`config.mk`:
```
export PLATFORM = sky130hd
export DESIGN_NAME = stc_timer
export DESIGN_NICKNAME = d
export VERILOG_FILES = /design/src/logic/stc_pkg.sv /design/src/logic/stc_timer.sv
export SDC_FILE = /design/constraint.sdc
export NUM_CORES = 1
export LEC_CHECK = 0
export BUFFER_PORTS_ARGS = -buffer_cell sky130_fd_sc_hd__buf_2
export CAP_MARGIN = 15
export CORE_MARGIN = 2
export CORE_UTILIZATION = 45
export CTS_BUF_LIST = sky130_fd_sc_hd__clkbuf_4 sky130_fd_sc_hd__clkbuf_8
export CTS_CLUSTER_DIAMETER = 40
export CTS_CLUSTER_SIZE = 8
export DETAILED_ROUTE_END_ITERATION = 8
export PLACE_DENSITY_LB_ADDON = 0.08
export SLEW_MARGIN = 20
export SYNTH_ARGS = -nofsm -noshare
export SYNTH_HDL_FRONTEND = slang
export SYNTH_SLANG_ARGS = --single-unit
export TNS_END_PERCENT = 50
```
`constraint.sdc`:
```
create_clock -name ref_clk -period 2.4 [get_ports ref_clk]
set_input_delay 0.12 -clock ref_clk [delete_from_list [all_inputs] [get_ports ref_clk]]
set_output_delay 0.12 -clock ref_clk [all_outputs]
set_load 0.01 [all_outputs]
```
`src/logic/stc_pkg.sv`:
```
// package: register map, control field layout and reset values of the 16-bit timer/counter
package stc_pkg;

    // apb byte addresses of the registers
    localparam logic [11:0] ADDR_CTRL    = 12'h000;
    localparam logic [11:0] ADDR_CNT_LO  = 12'h004;
    localparam logic [11:0] ADDR_CNT_HI  = 12'h008;
    localparam logic [11:0] ADDR_IRQ     = 12'h00C;
    localparam logic [11:0] ADDR_CMP_LO  = 12'h010;
    localparam logic [11:0] ADDR_CMP_HI  = 12'h014;
    localparam logic [11:0] ADDR_CMP_CFG = 12'h018;

    // control register field positions
    localparam int CTL_EN    = 0;
    localparam int CTL_SRC   = 1;
    localparam int CTL_NSYNC = 2;
    localparam int CTL_OSCEN = 3;
    localparam int CTL_PS_LO = 4;
    localparam int CTL_WIDE  = 7;
    localparam logic [7:0] CTL_WMASK = 8'hBF;

    // interrupt register field positions
    localparam int IRQ_FLAG = 0;
    localparam int IRQ_EN   = 1;

    // compare config register field positions
    localparam int CFG_ADC_EN = 4;

    localparam logic [7:0]  CTL_RST   = 8'h00;
    localparam logic [3:0]  MODE_SPECIAL_EVENT = 4'hB;
    localparam logic [15:0] CMP_RST   = 16'hFFFF;
    localparam logic [1:0]  PS_RST    = 2'h0;

    // rsvd keeps the struct at eight bits so every field sits at its
    // register position; it is masked on write and always reads zero
    typedef struct packed {
        logic        wide;
        logic        rsvd;
        logic [1:0]  div_sel;
        logic        osc_en;
        logic        no_sync;
        logic        src_ext;
        logic        en;
    } stc_ctrl_t;

    typedef struct packed {
        logic        cnt_in;
        logic        osc_in;
        logic        special_evt;
        logic        adc_req;
    } stc_evt_t;

endpackage

```
`src/logic/stc_timer.sv`:
```
// file: 16-bit timer/counter with apb register access
`timescale 1ns/1ps
// Function
// - control bit 0 runs the counter when set; cleared after reset
// - control bits 5:4 prescale the input by 1, 2, 4 or 8
// - control bit 1 picks external pin when set, internal ref_clk otherwise
// - internal source advances once per instruction cycle after prescale
// - external source counts rising edges of pin or of the oscillator
// - control bit 2 bypasses the synchronizer for external source; ignored internally
// - control bit 3 starts the auxiliary oscillator
// - both oscillator pins become inputs while the oscillator runs
// - oscillator keeps running in sleep
// - count wraps FFFFh to 0000h and latches the overflow flag
// - irq output only while overflow irq enable is set; flag still latches
// - compare mode 1011 special event clears counter and requests conversion
// - special event clear never sets the overflow flag
// - special event clear assured only for internal or synchronized counting
// - counter write beats a coincident special event clear
// - compare pair acts as period under special event mode
// - control bit 7 selects atomic 16-bit access
// - wide mode: low byte read copies live high byte into buffer
// - wide mode: low byte write loads buffer into high byte too
// - wide mode: high-byte address touches only the buffer
// - low byte write clears prescaler; high byte write does not
// - control bit 6 reads zero and ignores writes
module stc_timer (
    input  wire logic        ref_clk,
    input  wire logic        sys_rst,
    input  wire logic        psel,
    input  wire logic        penable,
    input  wire logic        pwrite,
    input  wire logic [11:0] paddr,
    input  wire logic [31:0] pwdata,
    input  wire logic [3:0]  pstrb,
    output logic      [31:0] prdata,
    output logic             pready,
    output logic             pslverr,
    input  wire logic        ext_clock_pin,
    input  wire logic        osc_input_pin,
    input  wire logic        cpu_sleep,
    input  wire logic [1:0]  port_c_direction,
    output logic      [1:0]  osc_pin_dir,
    output logic             osc_run,
    output logic             irq,
    output logic             adc_start,
    output logic      [15:0] count_value
);

    ////////////////////////////////////////////////////////////////////////
    // register state

    stc_pkg::stc_ctrl_t ctrl_r;
    logic [15:0] cnt_r;
    logic [7:0]  hi_buf_r;
    logic        flag_r;
    logic        irq_en_r;
    logic [15:0] cmp_r;
    logic [3:0]  cmp_mode_r;
    logic        adc_en_r;
    logic [2:0]  ps_r;
    logic        q_r;
    logic        sync1_r;
    logic        sync2_r;
    logic        sync2_d_r;
    logic        raw_d_r;
    logic        adc_r;
    logic [31:0] prdata_r;

    ////////////////////////////////////////////////////////////////////////
    // apb decode; slave answers in the access cycle, no wait states

    logic acc;
    logic wr;
    logic rd;
    logic hit;
    assign acc = psel && penable;
    assign wr  = acc && pwrite && pstrb[0];
    assign rd  = acc && !pwrite;
    assign pready = 1'b1;

    always_comb begin
        if (paddr == stc_pkg::ADDR_CTRL || paddr == stc_pkg::ADDR_CNT_LO ||
            paddr == stc_pkg::ADDR_CNT_HI || paddr == stc_pkg::ADDR_IRQ ||
            paddr == stc_pkg::ADDR_CMP_LO || paddr == stc_pkg::ADDR_CMP_HI ||
            paddr == stc_pkg::ADDR_CMP_CFG) begin
            hit = 1'b1;
        end else begin
            hit = 1'b0;
        end
    end
    assign pslverr = acc && !hit;

    logic wr_ctl;
    logic wr_lo;
    logic wr_hi;
    logic rd_lo;
    assign wr_ctl = wr && paddr == stc_pkg::ADDR_CTRL;
    assign wr_lo  = wr && paddr == stc_pkg::ADDR_CNT_LO;
    assign wr_hi  = wr && paddr == stc_pkg::ADDR_CNT_HI;
    assign rd_lo  = rd && paddr == stc_pkg::ADDR_CNT_LO;

    ////////////////////////////////////////////////////////////////////////
    // clock selection, prescaler and synchronizer

    logic src_raw;
    logic raw_rise;
    logic ps_tick;
    logic q_rise;
    logic tick;
    // oscillator output overrides the pin when enabled
    assign src_raw = ctrl_r.osc_en ? osc_input_pin : ext_clock_pin;
    assign raw_rise = src_raw && !raw_d_r;

    // internal source counts every ref_clk cycle taken as one instruction
    // cycle of this block; external edges reach a rising-edge detector
    assign ps_tick = ctrl_r.src_ext ? raw_rise : 1'b1;

    // prescaler toggles q_r; each of its edges, rising or falling, is one divided clock
    logic [2:0] ps_mask;
    always_comb begin
        case (ctrl_r.div_sel)
            2'b11:   ps_mask = 3'h7;
            2'b10:   ps_mask = 3'h3;
            2'b01:   ps_mask = 3'h1;
            default: ps_mask = 3'h0;
        endcase
    end

    always_ff @(posedge ref_clk) begin
        if (sys_rst || wr_lo) begin
            ps_r <= 3'h0;
        end else if (ctrl_r.en && ps_tick) begin
            ps_r <= (ps_r & ps_mask) == ps_mask ? 3'h0 : ps_r + 3'h1;
        end
    end
    logic ps_out;
    assign ps_out = ctrl_r.en && ps_tick && ((ps_r & ps_mask) == ps_mask);

    always_ff @(posedge ref_clk) begin
        if (sys_rst) begin
            raw_d_r   <= 1'b0;
            q_r       <= 1'b0;
            sync1_r   <= 1'b0;
            sync2_r   <= 1'b0;
            sync2_d_r <= 1'b0;
        end else begin
            raw_d_r   <= src_raw;
            q_r       <= ps_out ? ~q_r : q_r;
            sync1_r   <= q_r;
            sync2_r   <= sync1_r;
            sync2_d_r <= sync2_r;
        end
    end

    // unsynchronized path uses the prescaler pulse directly; a true
    // asynchronous counter would need its own clock domain
    always_comb begin
        if (!ctrl_r.src_ext || ctrl_r.no_sync) begin
            tick = ps_out;
        end else begin
            tick = sync2_r != sync2_d_r;
        end
    end
    assign q_rise = tick;

    ////////////////////////////////////////////////////////////////////////
    // counter, special event and overflow

    logic special;
    logic evt_ok;
    logic wrap;
    assign special = cmp_mode_r == stc_pkg::MODE_SPECIAL_EVENT &&
                     cnt_r == cmp_r && ctrl_r.en;
    // clear is honoured only when the count path is synchronous
    assign evt_ok = !ctrl_r.src_ext || !ctrl_r.no_sync;
    assign wrap = q_rise && cnt_r == 16'hFFFF;

    always_ff @(posedge ref_clk) begin
        if (sys_rst) begin
            cnt_r <= 16'h0000;
        end else if (wr_lo) begin
            cnt_r[7:0] <= pwdata[7:0];
            if (ctrl_r.wide) begin
                cnt_r[15:8] <= hi_buf_r;
            end
        end else if (wr_hi && !ctrl_r.wide) begin
            cnt_r[15:8] <= pwdata[7:0];
        end else if (special && evt_ok) begin
            cnt_r <= 16'h0000;
        end else if (q_rise) begin
            cnt_r <= cnt_r + 16'h0001;
        end
    end

    always_ff @(posedge ref_clk) begin
        if (sys_rst) begin
            hi_buf_r <= 8'h00;
        end else if (rd_lo && ctrl_r.wide) begin
            hi_buf_r <= cnt_r[15:8];
        end else if (wr_hi && ctrl_r.wide) begin
            hi_buf_r <= pwdata[7:0];
        end
    end

    // set wins over a software clear in the same cycle
    always_ff @(posedge ref_clk) begin
        if (sys_rst) begin
            flag_r <= 1'b0;
        end else if (wrap && !(special && evt_ok) && !wr_lo) begin
            flag_r <= 1'b1;
        end else if (wr && paddr == stc_pkg::ADDR_IRQ &&
                     !pwdata[stc_pkg::IRQ_FLAG]) begin
            flag_r <= 1'b0;
        end
    end

    always_ff @(posedge ref_clk) begin
        if (sys_rst) begin
            adc_r <= 1'b0;
        end else begin
            adc_r <= special && evt_ok && adc_en_r;
        end
    end

    ////////////////////////////////////////////////////////////////////////
    // software registers

    always_ff @(posedge ref_clk) begin
        if (sys_rst) begin
            ctrl_r <= stc_pkg::CTL_RST;
        end else if (wr_ctl) begin
            ctrl_r <= pwdata[7:0] & stc_pkg::CTL_WMASK;
        end
    end

    always_ff @(posedge ref_clk) begin
        if (sys_rst) begin
            irq_en_r   <= 1'b0;
            cmp_r      <= stc_pkg::CMP_RST;
            cmp_mode_r <= 4'h0;
            adc_en_r   <= 1'b0;
        end else if (wr) begin
            if (paddr == stc_pkg::ADDR_IRQ) begin
                irq_en_r <= pwdata[stc_pkg::IRQ_EN];
            end else if (paddr == stc_pkg::ADDR_CMP_LO) begin
                cmp_r[7:0] <= pwdata[7:0];
            end else if (paddr == stc_pkg::ADDR_CMP_HI) begin
                cmp_r[15:8] <= pwdata[7:0];
            end else if (paddr == stc_pkg::ADDR_CMP_CFG) begin
                cmp_mode_r <= pwdata[3:0];
                adc_en_r   <= pwdata[stc_pkg::CFG_ADC_EN];
            end
        end
    end

    ////////////////////////////////////////////////////////////////////////
    // read data, combinational in the access cycle; the registered prdata_r copy is unused

    logic [31:0] rd_nxt;
    always_comb begin
        rd_nxt = 32'h0000_0000;
        if (paddr == stc_pkg::ADDR_CTRL) begin
            rd_nxt[7:0] = ctrl_r;
        end else if (paddr == stc_pkg::ADDR_CNT_LO) begin
            rd_nxt[7:0] = cnt_r[7:0];
        end else if (paddr == stc_pkg::ADDR_CNT_HI) begin
            rd_nxt[7:0] = ctrl_r.wide ? hi_buf_r : cnt_r[15:8];
        end else if (paddr == stc_pkg::ADDR_IRQ) begin
            rd_nxt[1:0] = {irq_en_r, flag_r};
        end else if (paddr == stc_pkg::ADDR_CMP_LO) begin
            rd_nxt[7:0] = cmp_r[7:0];
        end else if (paddr == stc_pkg::ADDR_CMP_HI) begin
            rd_nxt[7:0] = cmp_r[15:8];
        end else if (paddr == stc_pkg::ADDR_CMP_CFG) begin
            rd_nxt[4:0] = {adc_en_r, cmp_mode_r};
        end
    end
    // combinational read so data is valid in the one access cycle
    assign prdata = rd ? rd_nxt : 32'h0000_0000;
    always_ff @(posedge ref_clk) begin
        if (sys_rst) begin
            prdata_r <= 32'h0000_0000;
        end else if (rd) begin
            prdata_r <= rd_nxt;
        end
    end

    ////////////////////////////////////////////////////////////////////////
    // outputs

    // oscillator run request ignores sleep so counting continues
    assign osc_run = ctrl_r.osc_en;
    // 1 = input; pins forced to input while oscillator enabled
    assign osc_pin_dir = ctrl_r.osc_en ? 2'b11 : port_c_direction;
    assign irq = flag_r && irq_en_r;
    assign adc_start = adc_r;
    assign count_value = cnt_r;

    logic unused;
    assign unused = cpu_sleep ^ (^prdata_r);

endmodule

```
# Yosys cells after proc, flatten, opt, wreduce, memory -nomap -nowiden
# Index checks and enable logic that the tools add are counted.
dict set report word_totals {
  register_bits 63
  out_inout_bits 55
  inputBits 58
  elab_cells 124
}
dict set report classes {
  reduce_logical 53
  mux 27
  bitwise_logic 5
  eq_ne 15
  add_sub_neg 2
}
# operator n
set op_table {}
lappend op_table {{8-bit 2-to-1 mux} 10}
lappend op_table {{16-bit 2-to-1 mux} 3}
lappend op_table {{12-bit by 5-bit == test with 1-bit output, second input constant} 3}
lappend op_table {{1-bit logical AND} 25}
lappend op_table {{12-bit by 4-bit == test with 1-bit output, second input constant} 2}
lappend op_table {{16-bit by 1-bit adder with 16-bit output, second input constant} 1}
lappend op_table {{16-bit == test} 1}
lappend op_table {{16-bit == test, second input constant} 1}
lappend op_table {{12-bit by 3-bit == test with 1-bit output, second input constant} 1}
lappend op_table {{12-bit zero test} 1}
lappend op_table {{5-bit 2-to-1 mux} 2}
lappend op_table {{1-bit zero test} 9}
lappend op_table {{1-bit logical OR} 9}
lappend op_table {{3-bit case mux with 3 select lines} 1}
lappend op_table {{1-bit 2-to-1 mux} 6}
lappend op_table {{3-bit 2-to-1 mux} 2}
lappend op_table {{6-bit 2-to-1 mux} 1}
lappend op_table {{5-bit AND reduction} 1}
lappend op_table {{2-bit == test, second input constant} 2}
lappend op_table {{4-bit == test, second input constant} 1}
lappend op_table {{2-bit 2-to-1 mux} 2}
lappend op_table {{1-bit NOT} 4}
lappend op_table {{2-bit AND reduction} 2}
lappend op_table {{4-bit AND reduction} 1}
lappend op_table {{10 further kinds} 11}

# Logic depth before layout (Yosys ltp)
# Gate-level depths: netlist (run 1).
dict set report depth {
  depth_word 10
  depth_mapped 8
  depth_no_buf 7
}

# Worst setup path after synthesis (run 1)
# No wires, ideal clock.
dict set report synth_timing {
  kind {register to register}
  from {register cnt_r[12], in the netlist count_value[12]}
  to {register cnt_r[0], in the netlist count_value[0]}
  arrival_time_ps 2183
  n_path_buf 2
  path_slack_ps 122
  setup_ps 95
  required_ps 2305
  synth_period_minus_slack_ps 2278
  path_stages_with_launch 9
  path_cell_list {dfxtp_1 -> clkbuf_1 -> xnor2_1 -> nand4_1 -> a2111oi_0 -> and2_1 -> buf_2 -> o31ai_2 -> a221oi_1}
}
dict set report synth_between {
  elab_chain_cells 7
  elab_cells_between_ends 9
  cone_classes {eq/ne (1); mux (3); reduce/logical (5)}
}
# element line_no
set synth_rtl {}
lappend synth_rtl {{start, declared} stc_timer.sv:53} ;# logic [15:0] cnt_r;
lappend synth_rtl {{start signal, assigned} stc_timer.sv:184} ;# cnt_r[15:8] <= hi_buf_r;
lappend synth_rtl {{start signal, assigned} stc_timer.sv:187} ;# cnt_r[15:8] <= pwdata[7:0];
lappend synth_rtl {{start signal, assigned} stc_timer.sv:191} ;# cnt_r <= cnt_r + 16'h0001;
lappend synth_rtl {{16-bit == test *} stc_timer.sv:173} ;# cnt_r == cmp_r && ctrl_r.en;
lappend synth_rtl {{1-bit logical AND *} stc_timer.sv:172} ;# assign special = cmp_mode_r == stc_pkg::MODE_SPECIAL_EVENT &&
lappend synth_rtl {{1-bit logical AND *} stc_timer.sv:173}
lappend synth_rtl {{1-bit logical AND *} stc_timer.sv:188} ;# end else if (special && evt_ok) begin
lappend synth_rtl {{16-bit 2-to-1 mux} stc_timer.sv:188}
lappend synth_rtl {{8-bit 2-to-1 mux} stc_timer.sv:186} ;# end else if (wr_hi && !ctrl_r.wide) begin
lappend synth_rtl {{16-bit 2-to-1 mux} stc_timer.sv:181} ;# end else if (wr_lo) begin
# Every way passes the cells marked *; elsewhere a longest branch is shown, timed or not. The select of a mux whose other input is x is not followed.
# A chain may end at the register's enable or synchronous reset.

# Worst setup path in the final report (run 1)
dict set report layout_timing {
  from {input paddr[0]}
  to {output prdata[3]}
}
dict set report layout_between {
  elab_chain_cells 9
  elab_cells_between_ends 15
  cone_classes {eq/ne (6); mux (8); reduce/logical (1)}
}
# element line_no
set layout_rtl {}
lappend layout_rtl {{start, declared} stc_timer.sv:32} ;# input wire logic [11:0] paddr,
lappend layout_rtl {{12-bit by 5-bit == test with 1-bit output} stc_timer.sv:274} ;# end else if (paddr == stc_pkg::ADDR_CMP_CFG) begin
lappend layout_rtl {{5-bit 2-to-1 mux} stc_timer.sv:274}
lappend layout_rtl {{5-bit 2-to-1 mux} stc_timer.sv:272} ;# end else if (paddr == stc_pkg::ADDR_CMP_HI) begin
lappend layout_rtl {{8-bit 2-to-1 mux} stc_timer.sv:270} ;# end else if (paddr == stc_pkg::ADDR_CMP_LO) begin
lappend layout_rtl {{6-bit 2-to-1 mux} stc_timer.sv:268} ;# end else if (paddr == stc_pkg::ADDR_IRQ) begin
lappend layout_rtl {{8-bit 2-to-1 mux} stc_timer.sv:266} ;# end else if (paddr == stc_pkg::ADDR_CNT_HI) begin
lappend layout_rtl {{8-bit 2-to-1 mux} stc_timer.sv:264} ;# end else if (paddr == stc_pkg::ADDR_CNT_LO) begin
lappend layout_rtl {{8-bit 2-to-1 mux *} stc_timer.sv:262} ;# if (paddr == stc_pkg::ADDR_CTRL) begin
lappend layout_rtl {{8-bit 2-to-1 mux *} stc_timer.sv:279} ;# assign prdata = rd ? rd_nxt : 32'h0000_0000;
lappend layout_rtl {{end, declared} stc_timer.sv:35} ;# output logic [31:0] prdata,
# Every way passes the cells marked *; elsewhere a longest branch is shown, timed or not.

==> results of run 1 <==
-- critical path, delay by kind of cell --
family | cells | cell delay [ps]
buffers and inverters | 3 | 400
and+or+nand+nor | 3 | 1210
AOI/OAI and AO/OA | 2 | 490
-- cells by family after synthesis --
kind of cell               synth area share, %
and+or+nand+nor                           23.6
AOI/OAI and AO/OA                         20.6
buffers and inverters                     9.88
DFF                                       30.9
muxes                                     8.41
xor gates and xnor gates                  5.80
adders and majority gates                0.614
other                                    0.184
-- registers in the layout (all words and copies together), names as in the netlist, 3 cells and up --
signal and count:
ctrl_r 6, count_value 16, ps_r 3, hi_buf_r 8
cmp_mode_r 4, cmp_r 16
-- cell usage in the layout (no fill, tap or decap), types with 3 or more instances in the layout --
cell type / synthesis / routed
inv_1: 12 / 12
nor3_1: 7 / 7
a32o_1: 6 / 6
xor2_1: 4 / 4
buf_4: 27 / 47
xnor2_1: 23 / 23
o22ai_1: 6 / 6
nor2_1: 34 / 34
o211ai_1: 5 / 5
a21oi_1: 27 / 27
and2_1: 5 / 5
conb_1: 2 / 25
o2111ai_1: 3 / 3
o31ai_1: 4 / 4
and4_1: 4 / 4
clkbuf_8: 0 / 10
a211oi_1: 10 / 10
a22oi_1: 8 / 8
a31oi_1: 7 / 7
o21ai_0: 21 / 21
nand3_1: 20 / 20
a21o_1: 4 / 4
nor2b_1: 9 / 9
nand2_1: 69 / 69
nor3_4: 3 / 3
or2_2: 3 / 3
nand4_1: 12 / 12
nand2b_1: 8 / 8
or3_1: 3 / 3
dfxtp_1: 63 / 63
buf_2: 1 / 59
mux2i_1: 32 / 32
and3_1: 3 / 3
-- metal layers --
| layer | GRT usage, % | vias to the layer above | part of all wire [%] | routed length [um] |
|---|---|---|---|---|
| li1 | - | 1940 | - | - |
| met1 | 37.6 | 1953 | 45 | 6070 |
| met2 | 43.5 | 165 | 46 | 6170 |
| met3 | 4.78 | 26 | 6.2 | 828 |
| met4 | 10.4 | 0 | 2.4 | 319 |
| met5 | 0 | - | 0 | 0 |
-- cell type report --
| cell class | instances | area [sq um] | share of cell area (%) |
|---|---|---|---|
| Clock buffer | 11 | 145 | 2.98 |
| Clock inverter | 5 | 81.3 | 1.67 |
| Inverter | 12 | 45.0 | 0.925 |
| Multi-Input combinational cell | 400 | 2510 | 51.6 |
| Sequential cell | 63 | 1260 | 25.9 |
| Tap cell | 108 | 135 | 2.77 |
| Timing Repair Buffer | 108 | 688 | 14.1 |
-- worst paths after layout --
| path | depth (start not counted) | to | slack [ps] |
|---|---|---|---|
| worst max register to register | 6 | count_value[9] | 140 |
| worst min register to register | 1 | sync2_r | 460 |
| worst max-delay path | 8 | prdata[3] | 50 |
| worst min-delay path | 3 | raw_d_r | 120 |
-- timing repair --
item,CTS,global route
resized for setup,1,1
setup endpoints to repair,2,1
setup buffers,0,0
hold endpoints to repair,0,0
-- cells in the mapped netlist (5+ instances only) --
master    instances
nand2_1          69
dfxtp_1          63
nor2_1           34
mux2i_1          32
clkbuf_1         28
a21oi_1          27
buf_4            27
xnor2_1          23
o21ai_0          21
nand3_1          20
inv_1            12
nand4_1          12
a211oi_1         10
nor2b_1           9
a22oi_1           8
nand2b_1          8
a31oi_1           7
nor3_1            7
a32o_1            6
o22ai_1           6
and2_1            5
o211ai_1          5
-- where the power goes --
| part | internal (mW) | total [mW] | switching [mW] | leakage [nW] |
|---|---|---|---|---|
| sequential | 1.05 | 1.05 | 0.000216 | 0.508 |
| combinational | 0.0496 | 0.165 | 0.115 | 1.51 |
| clock | 0.625 | 1.07 | 0.444 | 0.113 |
-- per-stage QoR --
stage               power (mW)  cells  cell area (sq um)  util (%)  hold WS (ps)
floorplan                 1.18    537               4160         -           244
global placement          1.23    691               4630      52.8           441
detailed placement        1.23    691               4630      52.8           448
CTS                       2.28    707               4860      55.5           106
global route              2.35    707               4870      55.6           130
finish                    2.28    707               4870      55.6           124
==> results.txt, run 1 <==
Clock-pin slew was measured on the worst setup and hold paths at 70 ps. After the last flow step, the layout net total stands at 654. The starting density of the core was 46.5%; the number of placement rows was 34.

TritonCTS built the clock tree. Measured against its own limit, the worst slew margin works out to 43.2%. The logs give 0 for the number of antenna violations at the first check in global routing and 0 for the max-cap check violation count. Derived from the worst setup path, the maximum achievable clock frequency is 426 MHz. The power density of the placed cells came out at 468 mW/mm^2. In this run the clock root is driven by a clkbuf_8. Data on the critical path arrives at its endpoint at 2230 ps. Dividing the detail-routed wire length by the instance count gives 18.9 um. The mean post-synth cell area was 7.93 sq um. In this run, post-CTS hold repair placed 0 buffers. For the total routing resource utilization after global routing, the log shows 27.5%.

The tools report the post-synthesis instance total as 514. In this run the count of I/O pins placed on the die edge is 113. The first global-routing pass estimated 20,900 um of wire.

The routed design could run at a clock period as short as 2350 ps. The required time reported for the critical path endpoint was 2280 ps; the source-to-sink clock delay at the later pin of the worst-skew pair was 350 ps. Before CTS, the worst setup slack after placement is -167 ps. From bottom edge to top edge, the die measures 99.2 um. Summed over its instances, the top area cell type makes up 30.9% of the synthesized netlist area.

The number of antenna diodes in the final layout is 0. Setup slack closes at 50.7 ps. The top fanout value on the critical path works out to 14. The most numerous cell type found on the critical path is buf_2.

Detailed placement ended at an HPWL of 9940 um. The number of distinct library cells after synthesis was 62. The critical path goes through buf_2, or4_4, buf_4, nor3_1, nand3b_1, o21ai_0, a31oi_1, buf_2. The flow ran to the end, and the final reports show no timing, DRC or antenna violations. Final hold violation count: 0. The startpoint identified for the worst hold timing path is ext_clock_pin. The critical path is of the input port to output pin type. Ranked by total cell area, the synthesized netlist is headed by dfxtp_1 31%, mux2i_1 7.9%, nand2_1 6.4%, buf_4 5.0%, xnor2_1 4.9%. Wire length after detailed routing: 13,400 um. Using the TritonRoute via totals, the vias-per-cell ratio works out to 5.78. The final estimated routing congestion in global placement came out at 0.956. No sink is reached through more buffers than the 2 on the longest clock path. Counting flops with a built-in enable in the synthesized netlist gives 0. The die covers 0.00984 sq mm. The fraction of registers with async set/reset is 0%, and the area growth from synthesis to layout is 19.5%. The final-report max-slew violation count is 0, and the portion of the post-synthesis area used by sequential elements is 30.9%.

The analysis attributes to cell leakage a power of 2.13 nW. The number of clock buffers added by TritonCTS is 9. Entering global routing, the biggest net connects 36 pins. Slew at the pin closest to its max-slew limit: 842 ps.

The first-pass detailed-route iteration total came out at 5. Launching element of the worst setup path: paddr[0]. The final period utilization came out at 97.9%.

The cell taking the most area after synthesis was dfxtp_1. The prevailing post-synth register cell was dfxtp_1. The tightest min-delay check is of the input port to flop type.

The share of cells above drive strength 1 is 23.5%. Fill cells in the final layout number 841. For the final-report setup violation count, the log shows 0. During synthesis, Yosys emitted a total of 0 warnings. The number of H-tree levels was 3. For this run, the slowest stage of the critical path takes 520 ps. The worst register-to-register path begins at ps_r[2]. Setup repair after global routing left no endpoint under its margin. Standard cell core area: 0.00876 sq mm.

The worst setup path is captured at an output pin. The cell area that synthesis handed to floorplanning was 0.00408 sq mm. The post-synthesis register bit count came out at 63. The routed layout has 4,084 vias.

For the number of DRC markers in iteration 0, the log shows 387. Once detail routing completed, the nets flagged for antenna violations numbered 0. The total of buffers placed on input and output ports came out at 59. The horizontal die dimension was 99.2 um; the worst-case clock skew was 9.66 ps.

The setup TNS after final layout was 0 ps. Slowest stage cell on the critical path: or4_4. After detailed routing, the number of remaining DRC violations is 0. The worst setup path is launched from an input port. The via count of the first global-routing pass was 3,827; the total congestion overflow was 0.

The clock net in this run drives a total of 63 sinks. IR analysis of the VDD net gives a maximum drop of 0.328 mV.
(Power assumes the default switching activity.)
==> run 2: changes to the inputs <==
--- a/config.mk
+++ b/config.mk
@@ -7,8 +7,10 @@
 export LEC_CHECK = 0
 export BUFFER_PORTS_ARGS = -buffer_cell sky130_fd_sc_hd__buf_2
 export CAP_MARGIN = 15
+export CELL_PAD_IN_SITES_DETAIL_PLACEMENT = 0
+export CELL_PAD_IN_SITES_GLOBAL_PLACEMENT = 1
 export CORE_MARGIN = 2
-export CORE_UTILIZATION = 45
+export CORE_UTILIZATION = 35
 export CTS_BUF_LIST = sky130_fd_sc_hd__clkbuf_4 sky130_fd_sc_hd__clkbuf_8
 export CTS_CLUSTER_DIAMETER = 40
 export CTS_CLUSTER_SIZE = 8
==> run 2 against run 1 <==
Effect of this change:
- power down 10%
- register-to-register slack about the same
- cell count up 6.2%
- critical endpoint is now count_value[4]
- largest power group is now registers
==> results.txt, run 2 (synthesis gave the netlist of run 1 again) <==
The TritonCTS buffer count is 9 (unchanged), and the required time reported for the critical path endpoint is 2660 ps (was 2280 ps). Final-report setup violation count: 0 (unchanged). Setup repair after global routing left no endpoint under its margin. The number of antenna violations at the first check in global routing is 0 (unchanged), and the final HPWL from detailed placement is 10,900 um (was 9940 um). The tools report the total power after layout as 2.05 mW (was 2.28 mW).

The total of buffers placed on input and output ports came out at 59 (unchanged). The number of standard cells in the layout, taps in and fillers out is 751 (was 707), and the die height is 112 um (was 99.2 um). For the via total after detailed routing, the log shows 4,054 (was 4,084). For the remaining design rule violation count, the log shows 0 (unchanged).

Commonest cells after routing, fill and taps aside: 69 x nand2_1, 62 x dfxtp_1, 59 x buf_2 (was 69 x nand2_1, 63 x dfxtp_1, 59 x buf_2). The achievable frequency is 443 MHz (was 426 MHz), and the final period utilization is 94.1% (was 97.9%). Area occupied by multi-input gates: 0.00253 sq mm (was 0.00251 sq mm). The capturing element type of the critical path was a flop (was an output pin). The first-pass detailed-route iteration total was 5 (unchanged). The logs give 0.375 mV (was 0.328 mV) for the largest vdd supply drop and 14,600 um (was 13,400 um) for the wire length after detailed routing.

TritonCTS built the clock tree. The maximum cell stage delay along the critical path was 450 ps (was 520 ps); the worst-case clock skew was 11.5 ps (was 9.66 ps). The kind of cell adding the most delay to the critical path was compound AO/OA/AOI/OAI gates (was simple AND/OR/NAND/NOR gates). For the standard cell core area, the log shows 0.0114 sq mm (was 0.00876 sq mm). The number of hold buffers added after cts is 0 (unchanged). The flow ran to the end, and the final reports show no timing, DRC or antenna violations. The area growth from synthesis to layout was 21.5% (was 19.5%); the total placed cells including tap cells was 735 (was 691). The top-level I/O count is 113 (unchanged), and the number of placement rows is 39 (was 34). For the worst endpoint data arrival time, the log shows 2520 ps (was 2230 ps). The wire length per cell is 19.4 um (was 18.9 um). The startpoint-to-endpoint class of the critical path is flop to flop (was input port to output pin). The tools report the via count of the first global-routing pass as 3,800 (was 3,827). For the total congestion overflow, the log shows 0 (unchanged). Slowest stage cell on the critical path: dfxtp_1 (was or4_4). The final hold violation count is 0 (unchanged), and the clock transition at the register clock pins on the worst setup and hold paths after CTS is 70 ps (about the same). The worst hold slack was 109 ps (was 124 ps). The tools report the largest buffer count on any clock path as 2 (unchanged). The starting density of the core is 35.9% (was 46.5%). The startpoint type of the worst setup path is a flop (was an input port). The antenna diode instance count is 0 (unchanged), and the area used by sequential logic in the layout is 0.00126 sq mm (about the same). Post-layout minimum cycle time: 2260 ps (was 2350 ps).

Commonest non-fill, non-tap cell in the layout: nand2_1 (unchanged). Number of buffer and inverter instances along the worst setup path: 2 (was 3). Cell occurring most often along the worst timing path: buf_4 (was buf_2). The first-pass GRT wire length was 22,100 um (was 20,900 um); the number of nets in the layout was 663 (was 654). For the full die area, the log shows 0.0125 sq mm (was 0.00984 sq mm).

The run gives 45.9% (was 43.2%) as the relative slew slack. The static leakage is 2.15 nW (was 2.13 nW), and the power density of the placed cells is 413 mW/mm^2 (was 468 mW/mm^2). The slew at the pin closest to its max-slew limit was 812 ps (was 842 ps). Cell-by-cell trace of the critical path: xnor2_1, nand4_1, a2111oi_0, buf_4, and2_1, o31ai_2, buf_4, a211oi_2 (was buf_2, or4_4, buf_4, nor3_1, nand3b_1, o21ai_0, a31oi_1, buf_2). The total routing resource utilization after global routing was 23.4% (was 27.5%); the number of DRC markers in iteration 0 was 186 (was 387). The share of cells above drive strength 1 was 25.0% (was 23.5%).

The remaining antenna violation count after routing is 0 (unchanged), and the largest net degree at the start of global routing is 24 (was 36). The logs give 0 (unchanged) for the max-cap check violation count and 0 (unchanged) for the final-report max-slew violation count. The total clock sinks was 63 (unchanged); the top fanout value on the critical path was 6 (was 14). The run gives 1,145 (was 841) as the number of filler instances in the final layout.

The number of vias per cell was 5.40 (was 5.78); the number of H-tree levels was 3 (unchanged). The source-to-sink clock delay at the later pin of the worst-skew pair is 370 ps (was 350 ps). The path class of the lowest-slack min-delay path was input port to flop (unchanged). The library cell used as clock root buffer is clkbuf_8 (unchanged).

The horizontal die dimension was 112 um (was 99.2 um). The run gives 0.878 (was 0.956) as the final estimated routing congestion in global placement.
==> run 2: changes by cell type in the layout (fill, tap and decap cells not counted), sizes merged <==
cell,delta
bufinv,-2
clkbuf,+1
clkinv,+1
buf,+9
==> run 2: layer usage <==
metal / GRT usage [%] / vias to the layer above / routed length (um)
li1: - / 1968 / -
met1: 31.5 / 1929 / 6570
met2: 37.7 / 135 / 6900
met3: 4.41 / 22 / 753
met4: 8.21 / 0 / 325
met5: 0 / - / 0
==> run 2: cell type report <==
| class | instances | share of cell area (%) |
|---|---|---|
| Inverter | 12 | 0.909 |
| Sequential cell | 63 | 25.5 |
| Multi-Input combinational cell | 400 | 51.1 |
| Clock inverter | 4 | 0.454 |
| Timing Repair Buffer | 117 | 15.5 |
| Clock buffer | 12 | 2.95 |
| Tap cell | 143 | 3.61 |
==> run 2: final timing paths <==
check / start / endpoint / slack [ps] / depth (start not counted)
worst max register to register: count_value[12] / count_value[4] / 140 / 8
worst min-delay path: pwdata[6] / cmp_r[14] / 110 / 3
worst min register to register: sync1_r / sync2_r / 440 / 1
worst max-delay path: count_value[12] / count_value[4] / 140 / 8
==> run 2: worst min-delay path: stages <==
cell and delay (ps):
buf_2 160, nand2_1 70, nand3_1 70
==> run 2: timing repair <==
| action | CTS | global route |
|---|---|---|
| gates resized for setup | 3 | 4 |
| setup endpoints to repair | 7 | 2 |
| cloned | 0 | 0 |
| buffers inserted | 0 | 0 |
| pin swaps | 0 | 1 |
==> run 2: where the power goes <==
part	leakage, nW	switching (mW)	internal, mW
combinational	1.55	0.118	0.0485
sequential	0.509	0.000206	1.05
clock	0.0904	0.429	0.404
total	2.15	0.548	1.50
==> run 2: through the flow <==
stage	setup TNS, ps	instance area [sq um]	setup slack, ps	utilization [%]
3_5_place_dp	-890	4750	-115	41.8
4_1_cts	0	4940	62.0	43.4
5_1_grt	0	4960	13.0	43.6
3_3_place_gp	-991	4750	-113	41.8
2_1_floorplan	0	4160	122	-
6_report	0	4960	141	43.6
==> run 3: changes to the inputs <==
--- a/config.mk
+++ b/config.mk
@@ -6,7 +6,6 @@
 export NUM_CORES = 1
 export LEC_CHECK = 0
 export BUFFER_PORTS_ARGS = -buffer_cell sky130_fd_sc_hd__buf_2
-export CAP_MARGIN = 15
 export CELL_PAD_IN_SITES_DETAIL_PLACEMENT = 0
 export CELL_PAD_IN_SITES_GLOBAL_PLACEMENT = 1
 export CORE_MARGIN = 2
@@ -15,8 +14,7 @@
 export CTS_CLUSTER_DIAMETER = 40
 export CTS_CLUSTER_SIZE = 8
 export DETAILED_ROUTE_END_ITERATION = 8
-export PLACE_DENSITY_LB_ADDON = 0.08
-export SLEW_MARGIN = 20
+export PLACE_DENSITY_LB_ADDON = 0.12
 export SYNTH_ARGS = -nofsm -noshare
 export SYNTH_HDL_FRONTEND = slang
 export SYNTH_SLANG_ARGS = --single-unit
==> run 3 against run 2 <==
Effect of this change:
- non-clock buffer count shrank 2
- die area is the same
- count of clock-buffer cells in the layout shrank 1
- via count shrank 1.1%
- worst hold slack got worse by 3.0 ps
- core utilization down 0.35 points
- sequential power about the same
- critical path depth down 1
- clock power rose by 12%
- critical endpoint is now count_value[2]
- largest power group unchanged
==> results.txt, run 3 (synthesis gave the netlist of run 1 again) <==
The logs give 4,008 (was 4,054) for the via total after detailed routing and 3,867 (was 3,800) for the via count of the first global-routing pass. Horizontal die dimension: 112 um (unchanged). The commonest non-fill, non-tap cell in the layout was nand2_1 (unchanged). The run gives 2 (unchanged) as the largest buffer count on any clock path.

The static leakage was 2.13 nW (was 2.15 nW); the number of H-tree levels was 3 (unchanged). The run gives 106 ps (was 109 ps) as the worst hold slack. The slack of the critical path is 104 ps (was 141 ps), and the first-pass detailed-route iteration total is 4 (was 5). The highest metal layer used by the detailed router is met4 (unchanged). The run finished with clean final reports. The antenna diode instance count was 0 (unchanged); the top-level I/O count was 113 (unchanged). The number of DRC markers in iteration 0 came out at 224 (was 186).

Setup repair after global routing left no endpoint under its margin. The slew at the pin closest to its max-slew limit was 830 ps (was 812 ps); the final hold violation count was 0 (unchanged). The clock transition at the register clock pins on the worst setup and hold paths after CTS came out at 70 ps (about the same). Power density of the placed cells: 436 mW/mm^2 (was 413 mW/mm^2). Capturing element type of the critical path: a flop (unchanged). Wire length after detailed routing: 14,400 um (was 14,600 um). The run gives 784 um (was 753 um) as the met3 routed wirelength. The startpoint type of the worst setup path is a flop (unchanged). The total routing resource utilization after global routing was 23.4% (about the same). The tools report the detailed-routing wirelength on met1 as 6610 um (was 6570 um). Startpoint-to-endpoint class of the critical path: flop to flop (unchanged). The wire length on met2 was 6730 um (was 6900 um). TritonCTS built the clock tree. The tools report the placement-stage cell area as 0.00471 sq mm (was 0.00475 sq mm). The logs give 0 (unchanged) for the final-report setup violation count and 2650 ps (was 2660 ps) for the required time reported for the critical path endpoint. The library cell used as clock root buffer is clkbuf_8 (unchanged). The tools report the remaining antenna violation count after routing as 0 (unchanged). The starting density of the core came out at 35.9% (unchanged). The final-report max-slew violation count came out at 0 (unchanged). Standard cell core area: 0.0114 sq mm (unchanged). The remaining design rule violation count came out at 0 (unchanged). The worst endpoint data arrival time is 2550 ps (was 2520 ps), and the largest net degree at the start of global routing is 36 (was 24).

The tools report the beginning of the worst hold path as ext_clock_pin (was pwdata[6]). The largest vdd supply drop was 0.520 mV (was 0.375 mV). The full die area is 0.0125 sq mm (unchanged), and the worst-case clock skew is 14.1 ps (was 11.5 ps). Final HPWL from detailed placement: 10,900 um (about the same).

The number of placement rows is 39 (unchanged). The tools report the launching element of the worst setup path as ctrl_r[0] (was count_value[12]). The share of cells above drive strength 1 came out at 24.3% (was 25.0%). The path class of the lowest-slack min-delay path is input port to flop (unchanged).

First-pass GRT wire length: 22,100 um (about the same). Commonest cells after routing, fill and taps aside: 69 x nand2_1, 63 x dfxtp_1, 59 x buf_2 (was 69 x nand2_1, 62 x dfxtp_1, 59 x buf_2). Number of nets in the layout: 661 (was 663).

The wire length per cell was 19.3 um (was 19.4 um); the number of vias per cell was 5.37 (was 5.40). The final design area excluding fillers is 0.00492 sq mm (was 0.00496 sq mm), and the worst-case setup slack after placement is -186 ps (was -115 ps). The number of filler instances in the final layout came out at 1,210 (was 1,145). The setup TNS after final layout is 0 ps (unchanged), and the top fanout value on the critical path is 5 (was 6). The achievable frequency was 435 MHz (was 443 MHz). The area growth from synthesis to layout was 20.6% (was 21.5%); the post-CTS setup-driven buffer insertion count was 0 (unchanged). The startpoint of the worst register-to-register path was ctrl_r[0] (was count_value[12]). For the number of antenna violations at the first check in global routing, the log shows 0 (unchanged).

The die height was 112 um (unchanged); the source-to-sink clock delay at the later pin of the worst-skew pair was 360 ps (was 370 ps). The post-layout minimum cycle time came out at 2300 ps (was 2260 ps). The final period utilization was 95.7% (was 94.1%).

For the relative slew slack, the log shows 44.0% (was 45.9%). The total of buffers placed on input and output ports was 59 (unchanged). For the TritonCTS buffer count, the log shows 9 (unchanged). The tools report the total clock sinks as 63 (unchanged). The final estimated routing congestion in global placement was 0.879 (was 0.878); the total congestion overflow was 0 (unchanged).

The max-cap check violation count is 0 (unchanged).
==> run 3: changes by cell type in the layout (fill, tap and decap cells not counted), moves of 2 or more <==
cell,change
a21boi_0,+2
a21boi_1,-2
buf_12,-2
clkbuf_4,-2
clkinv_2,-3
==> run 3: per-stage QoR <==
stage,util [%],std cells,power [mW]
after floorplan,-,537,1.18
after global placement,41.5,733,1.23
after detailed placement,41.5,733,1.23
after CTS,43.2,747,2.17
after global routing,43.2,747,2.23
final,43.2,747,2.15
==> run 3: layout make-up <==
type	instances	area [sq um]	share of cell area [%]
Clock inverter	3	45.0	0.916
Timing Repair Buffer	115	728	14.8
Tap cell	143	179	3.64
Multi-Input combinational cell	400	2510	51.1
Sequential cell	63	1260	25.7
Clock buffer	11	145	2.95
Inverter	12	45.0	0.916
==> run 3: per-layer routing <==
layer  up-vias  global-route usage [%]
li1       1960                       -
met1      1895                    31.9
met2       135                    36.6
met3        18                    4.68
met4         0                    8.94
met5         -                       0
==> run 3: worst paths after layout <==
check	end	slack (ps)	depth (start not counted)
worst min-delay path	raw_d_r	110	3
worst max-delay path	count_value[2]	100	7
worst max register to register	count_value[2]	100	7
worst min register to register	sync2_r	450	1
==> run 3: power by group <==
group | switching, mW | internal (mW)
Sequential | 0.000248 | 1.05
Clock | 0.425 | 0.508
Combinational | 0.117 | 0.0496
Total | 0.542 | 1.60
==> run 3: critical path: stages (launching register included) <==
cell     delay [ps]
dfxtp_1         430
nor2b_1         160
a31oi_1          50
buf_4           160
o41ai_2         660
o31ai_2         240
buf_4           210
o31ai_1         280
==> run 3: what timing repair did <==
| action | CTS | global route |
|---|---|---|
| endpoints found under the setup margin | 7 | 1 |
| resized for setup | 2 | 1 |
| hold buffers | 0 | 0 |
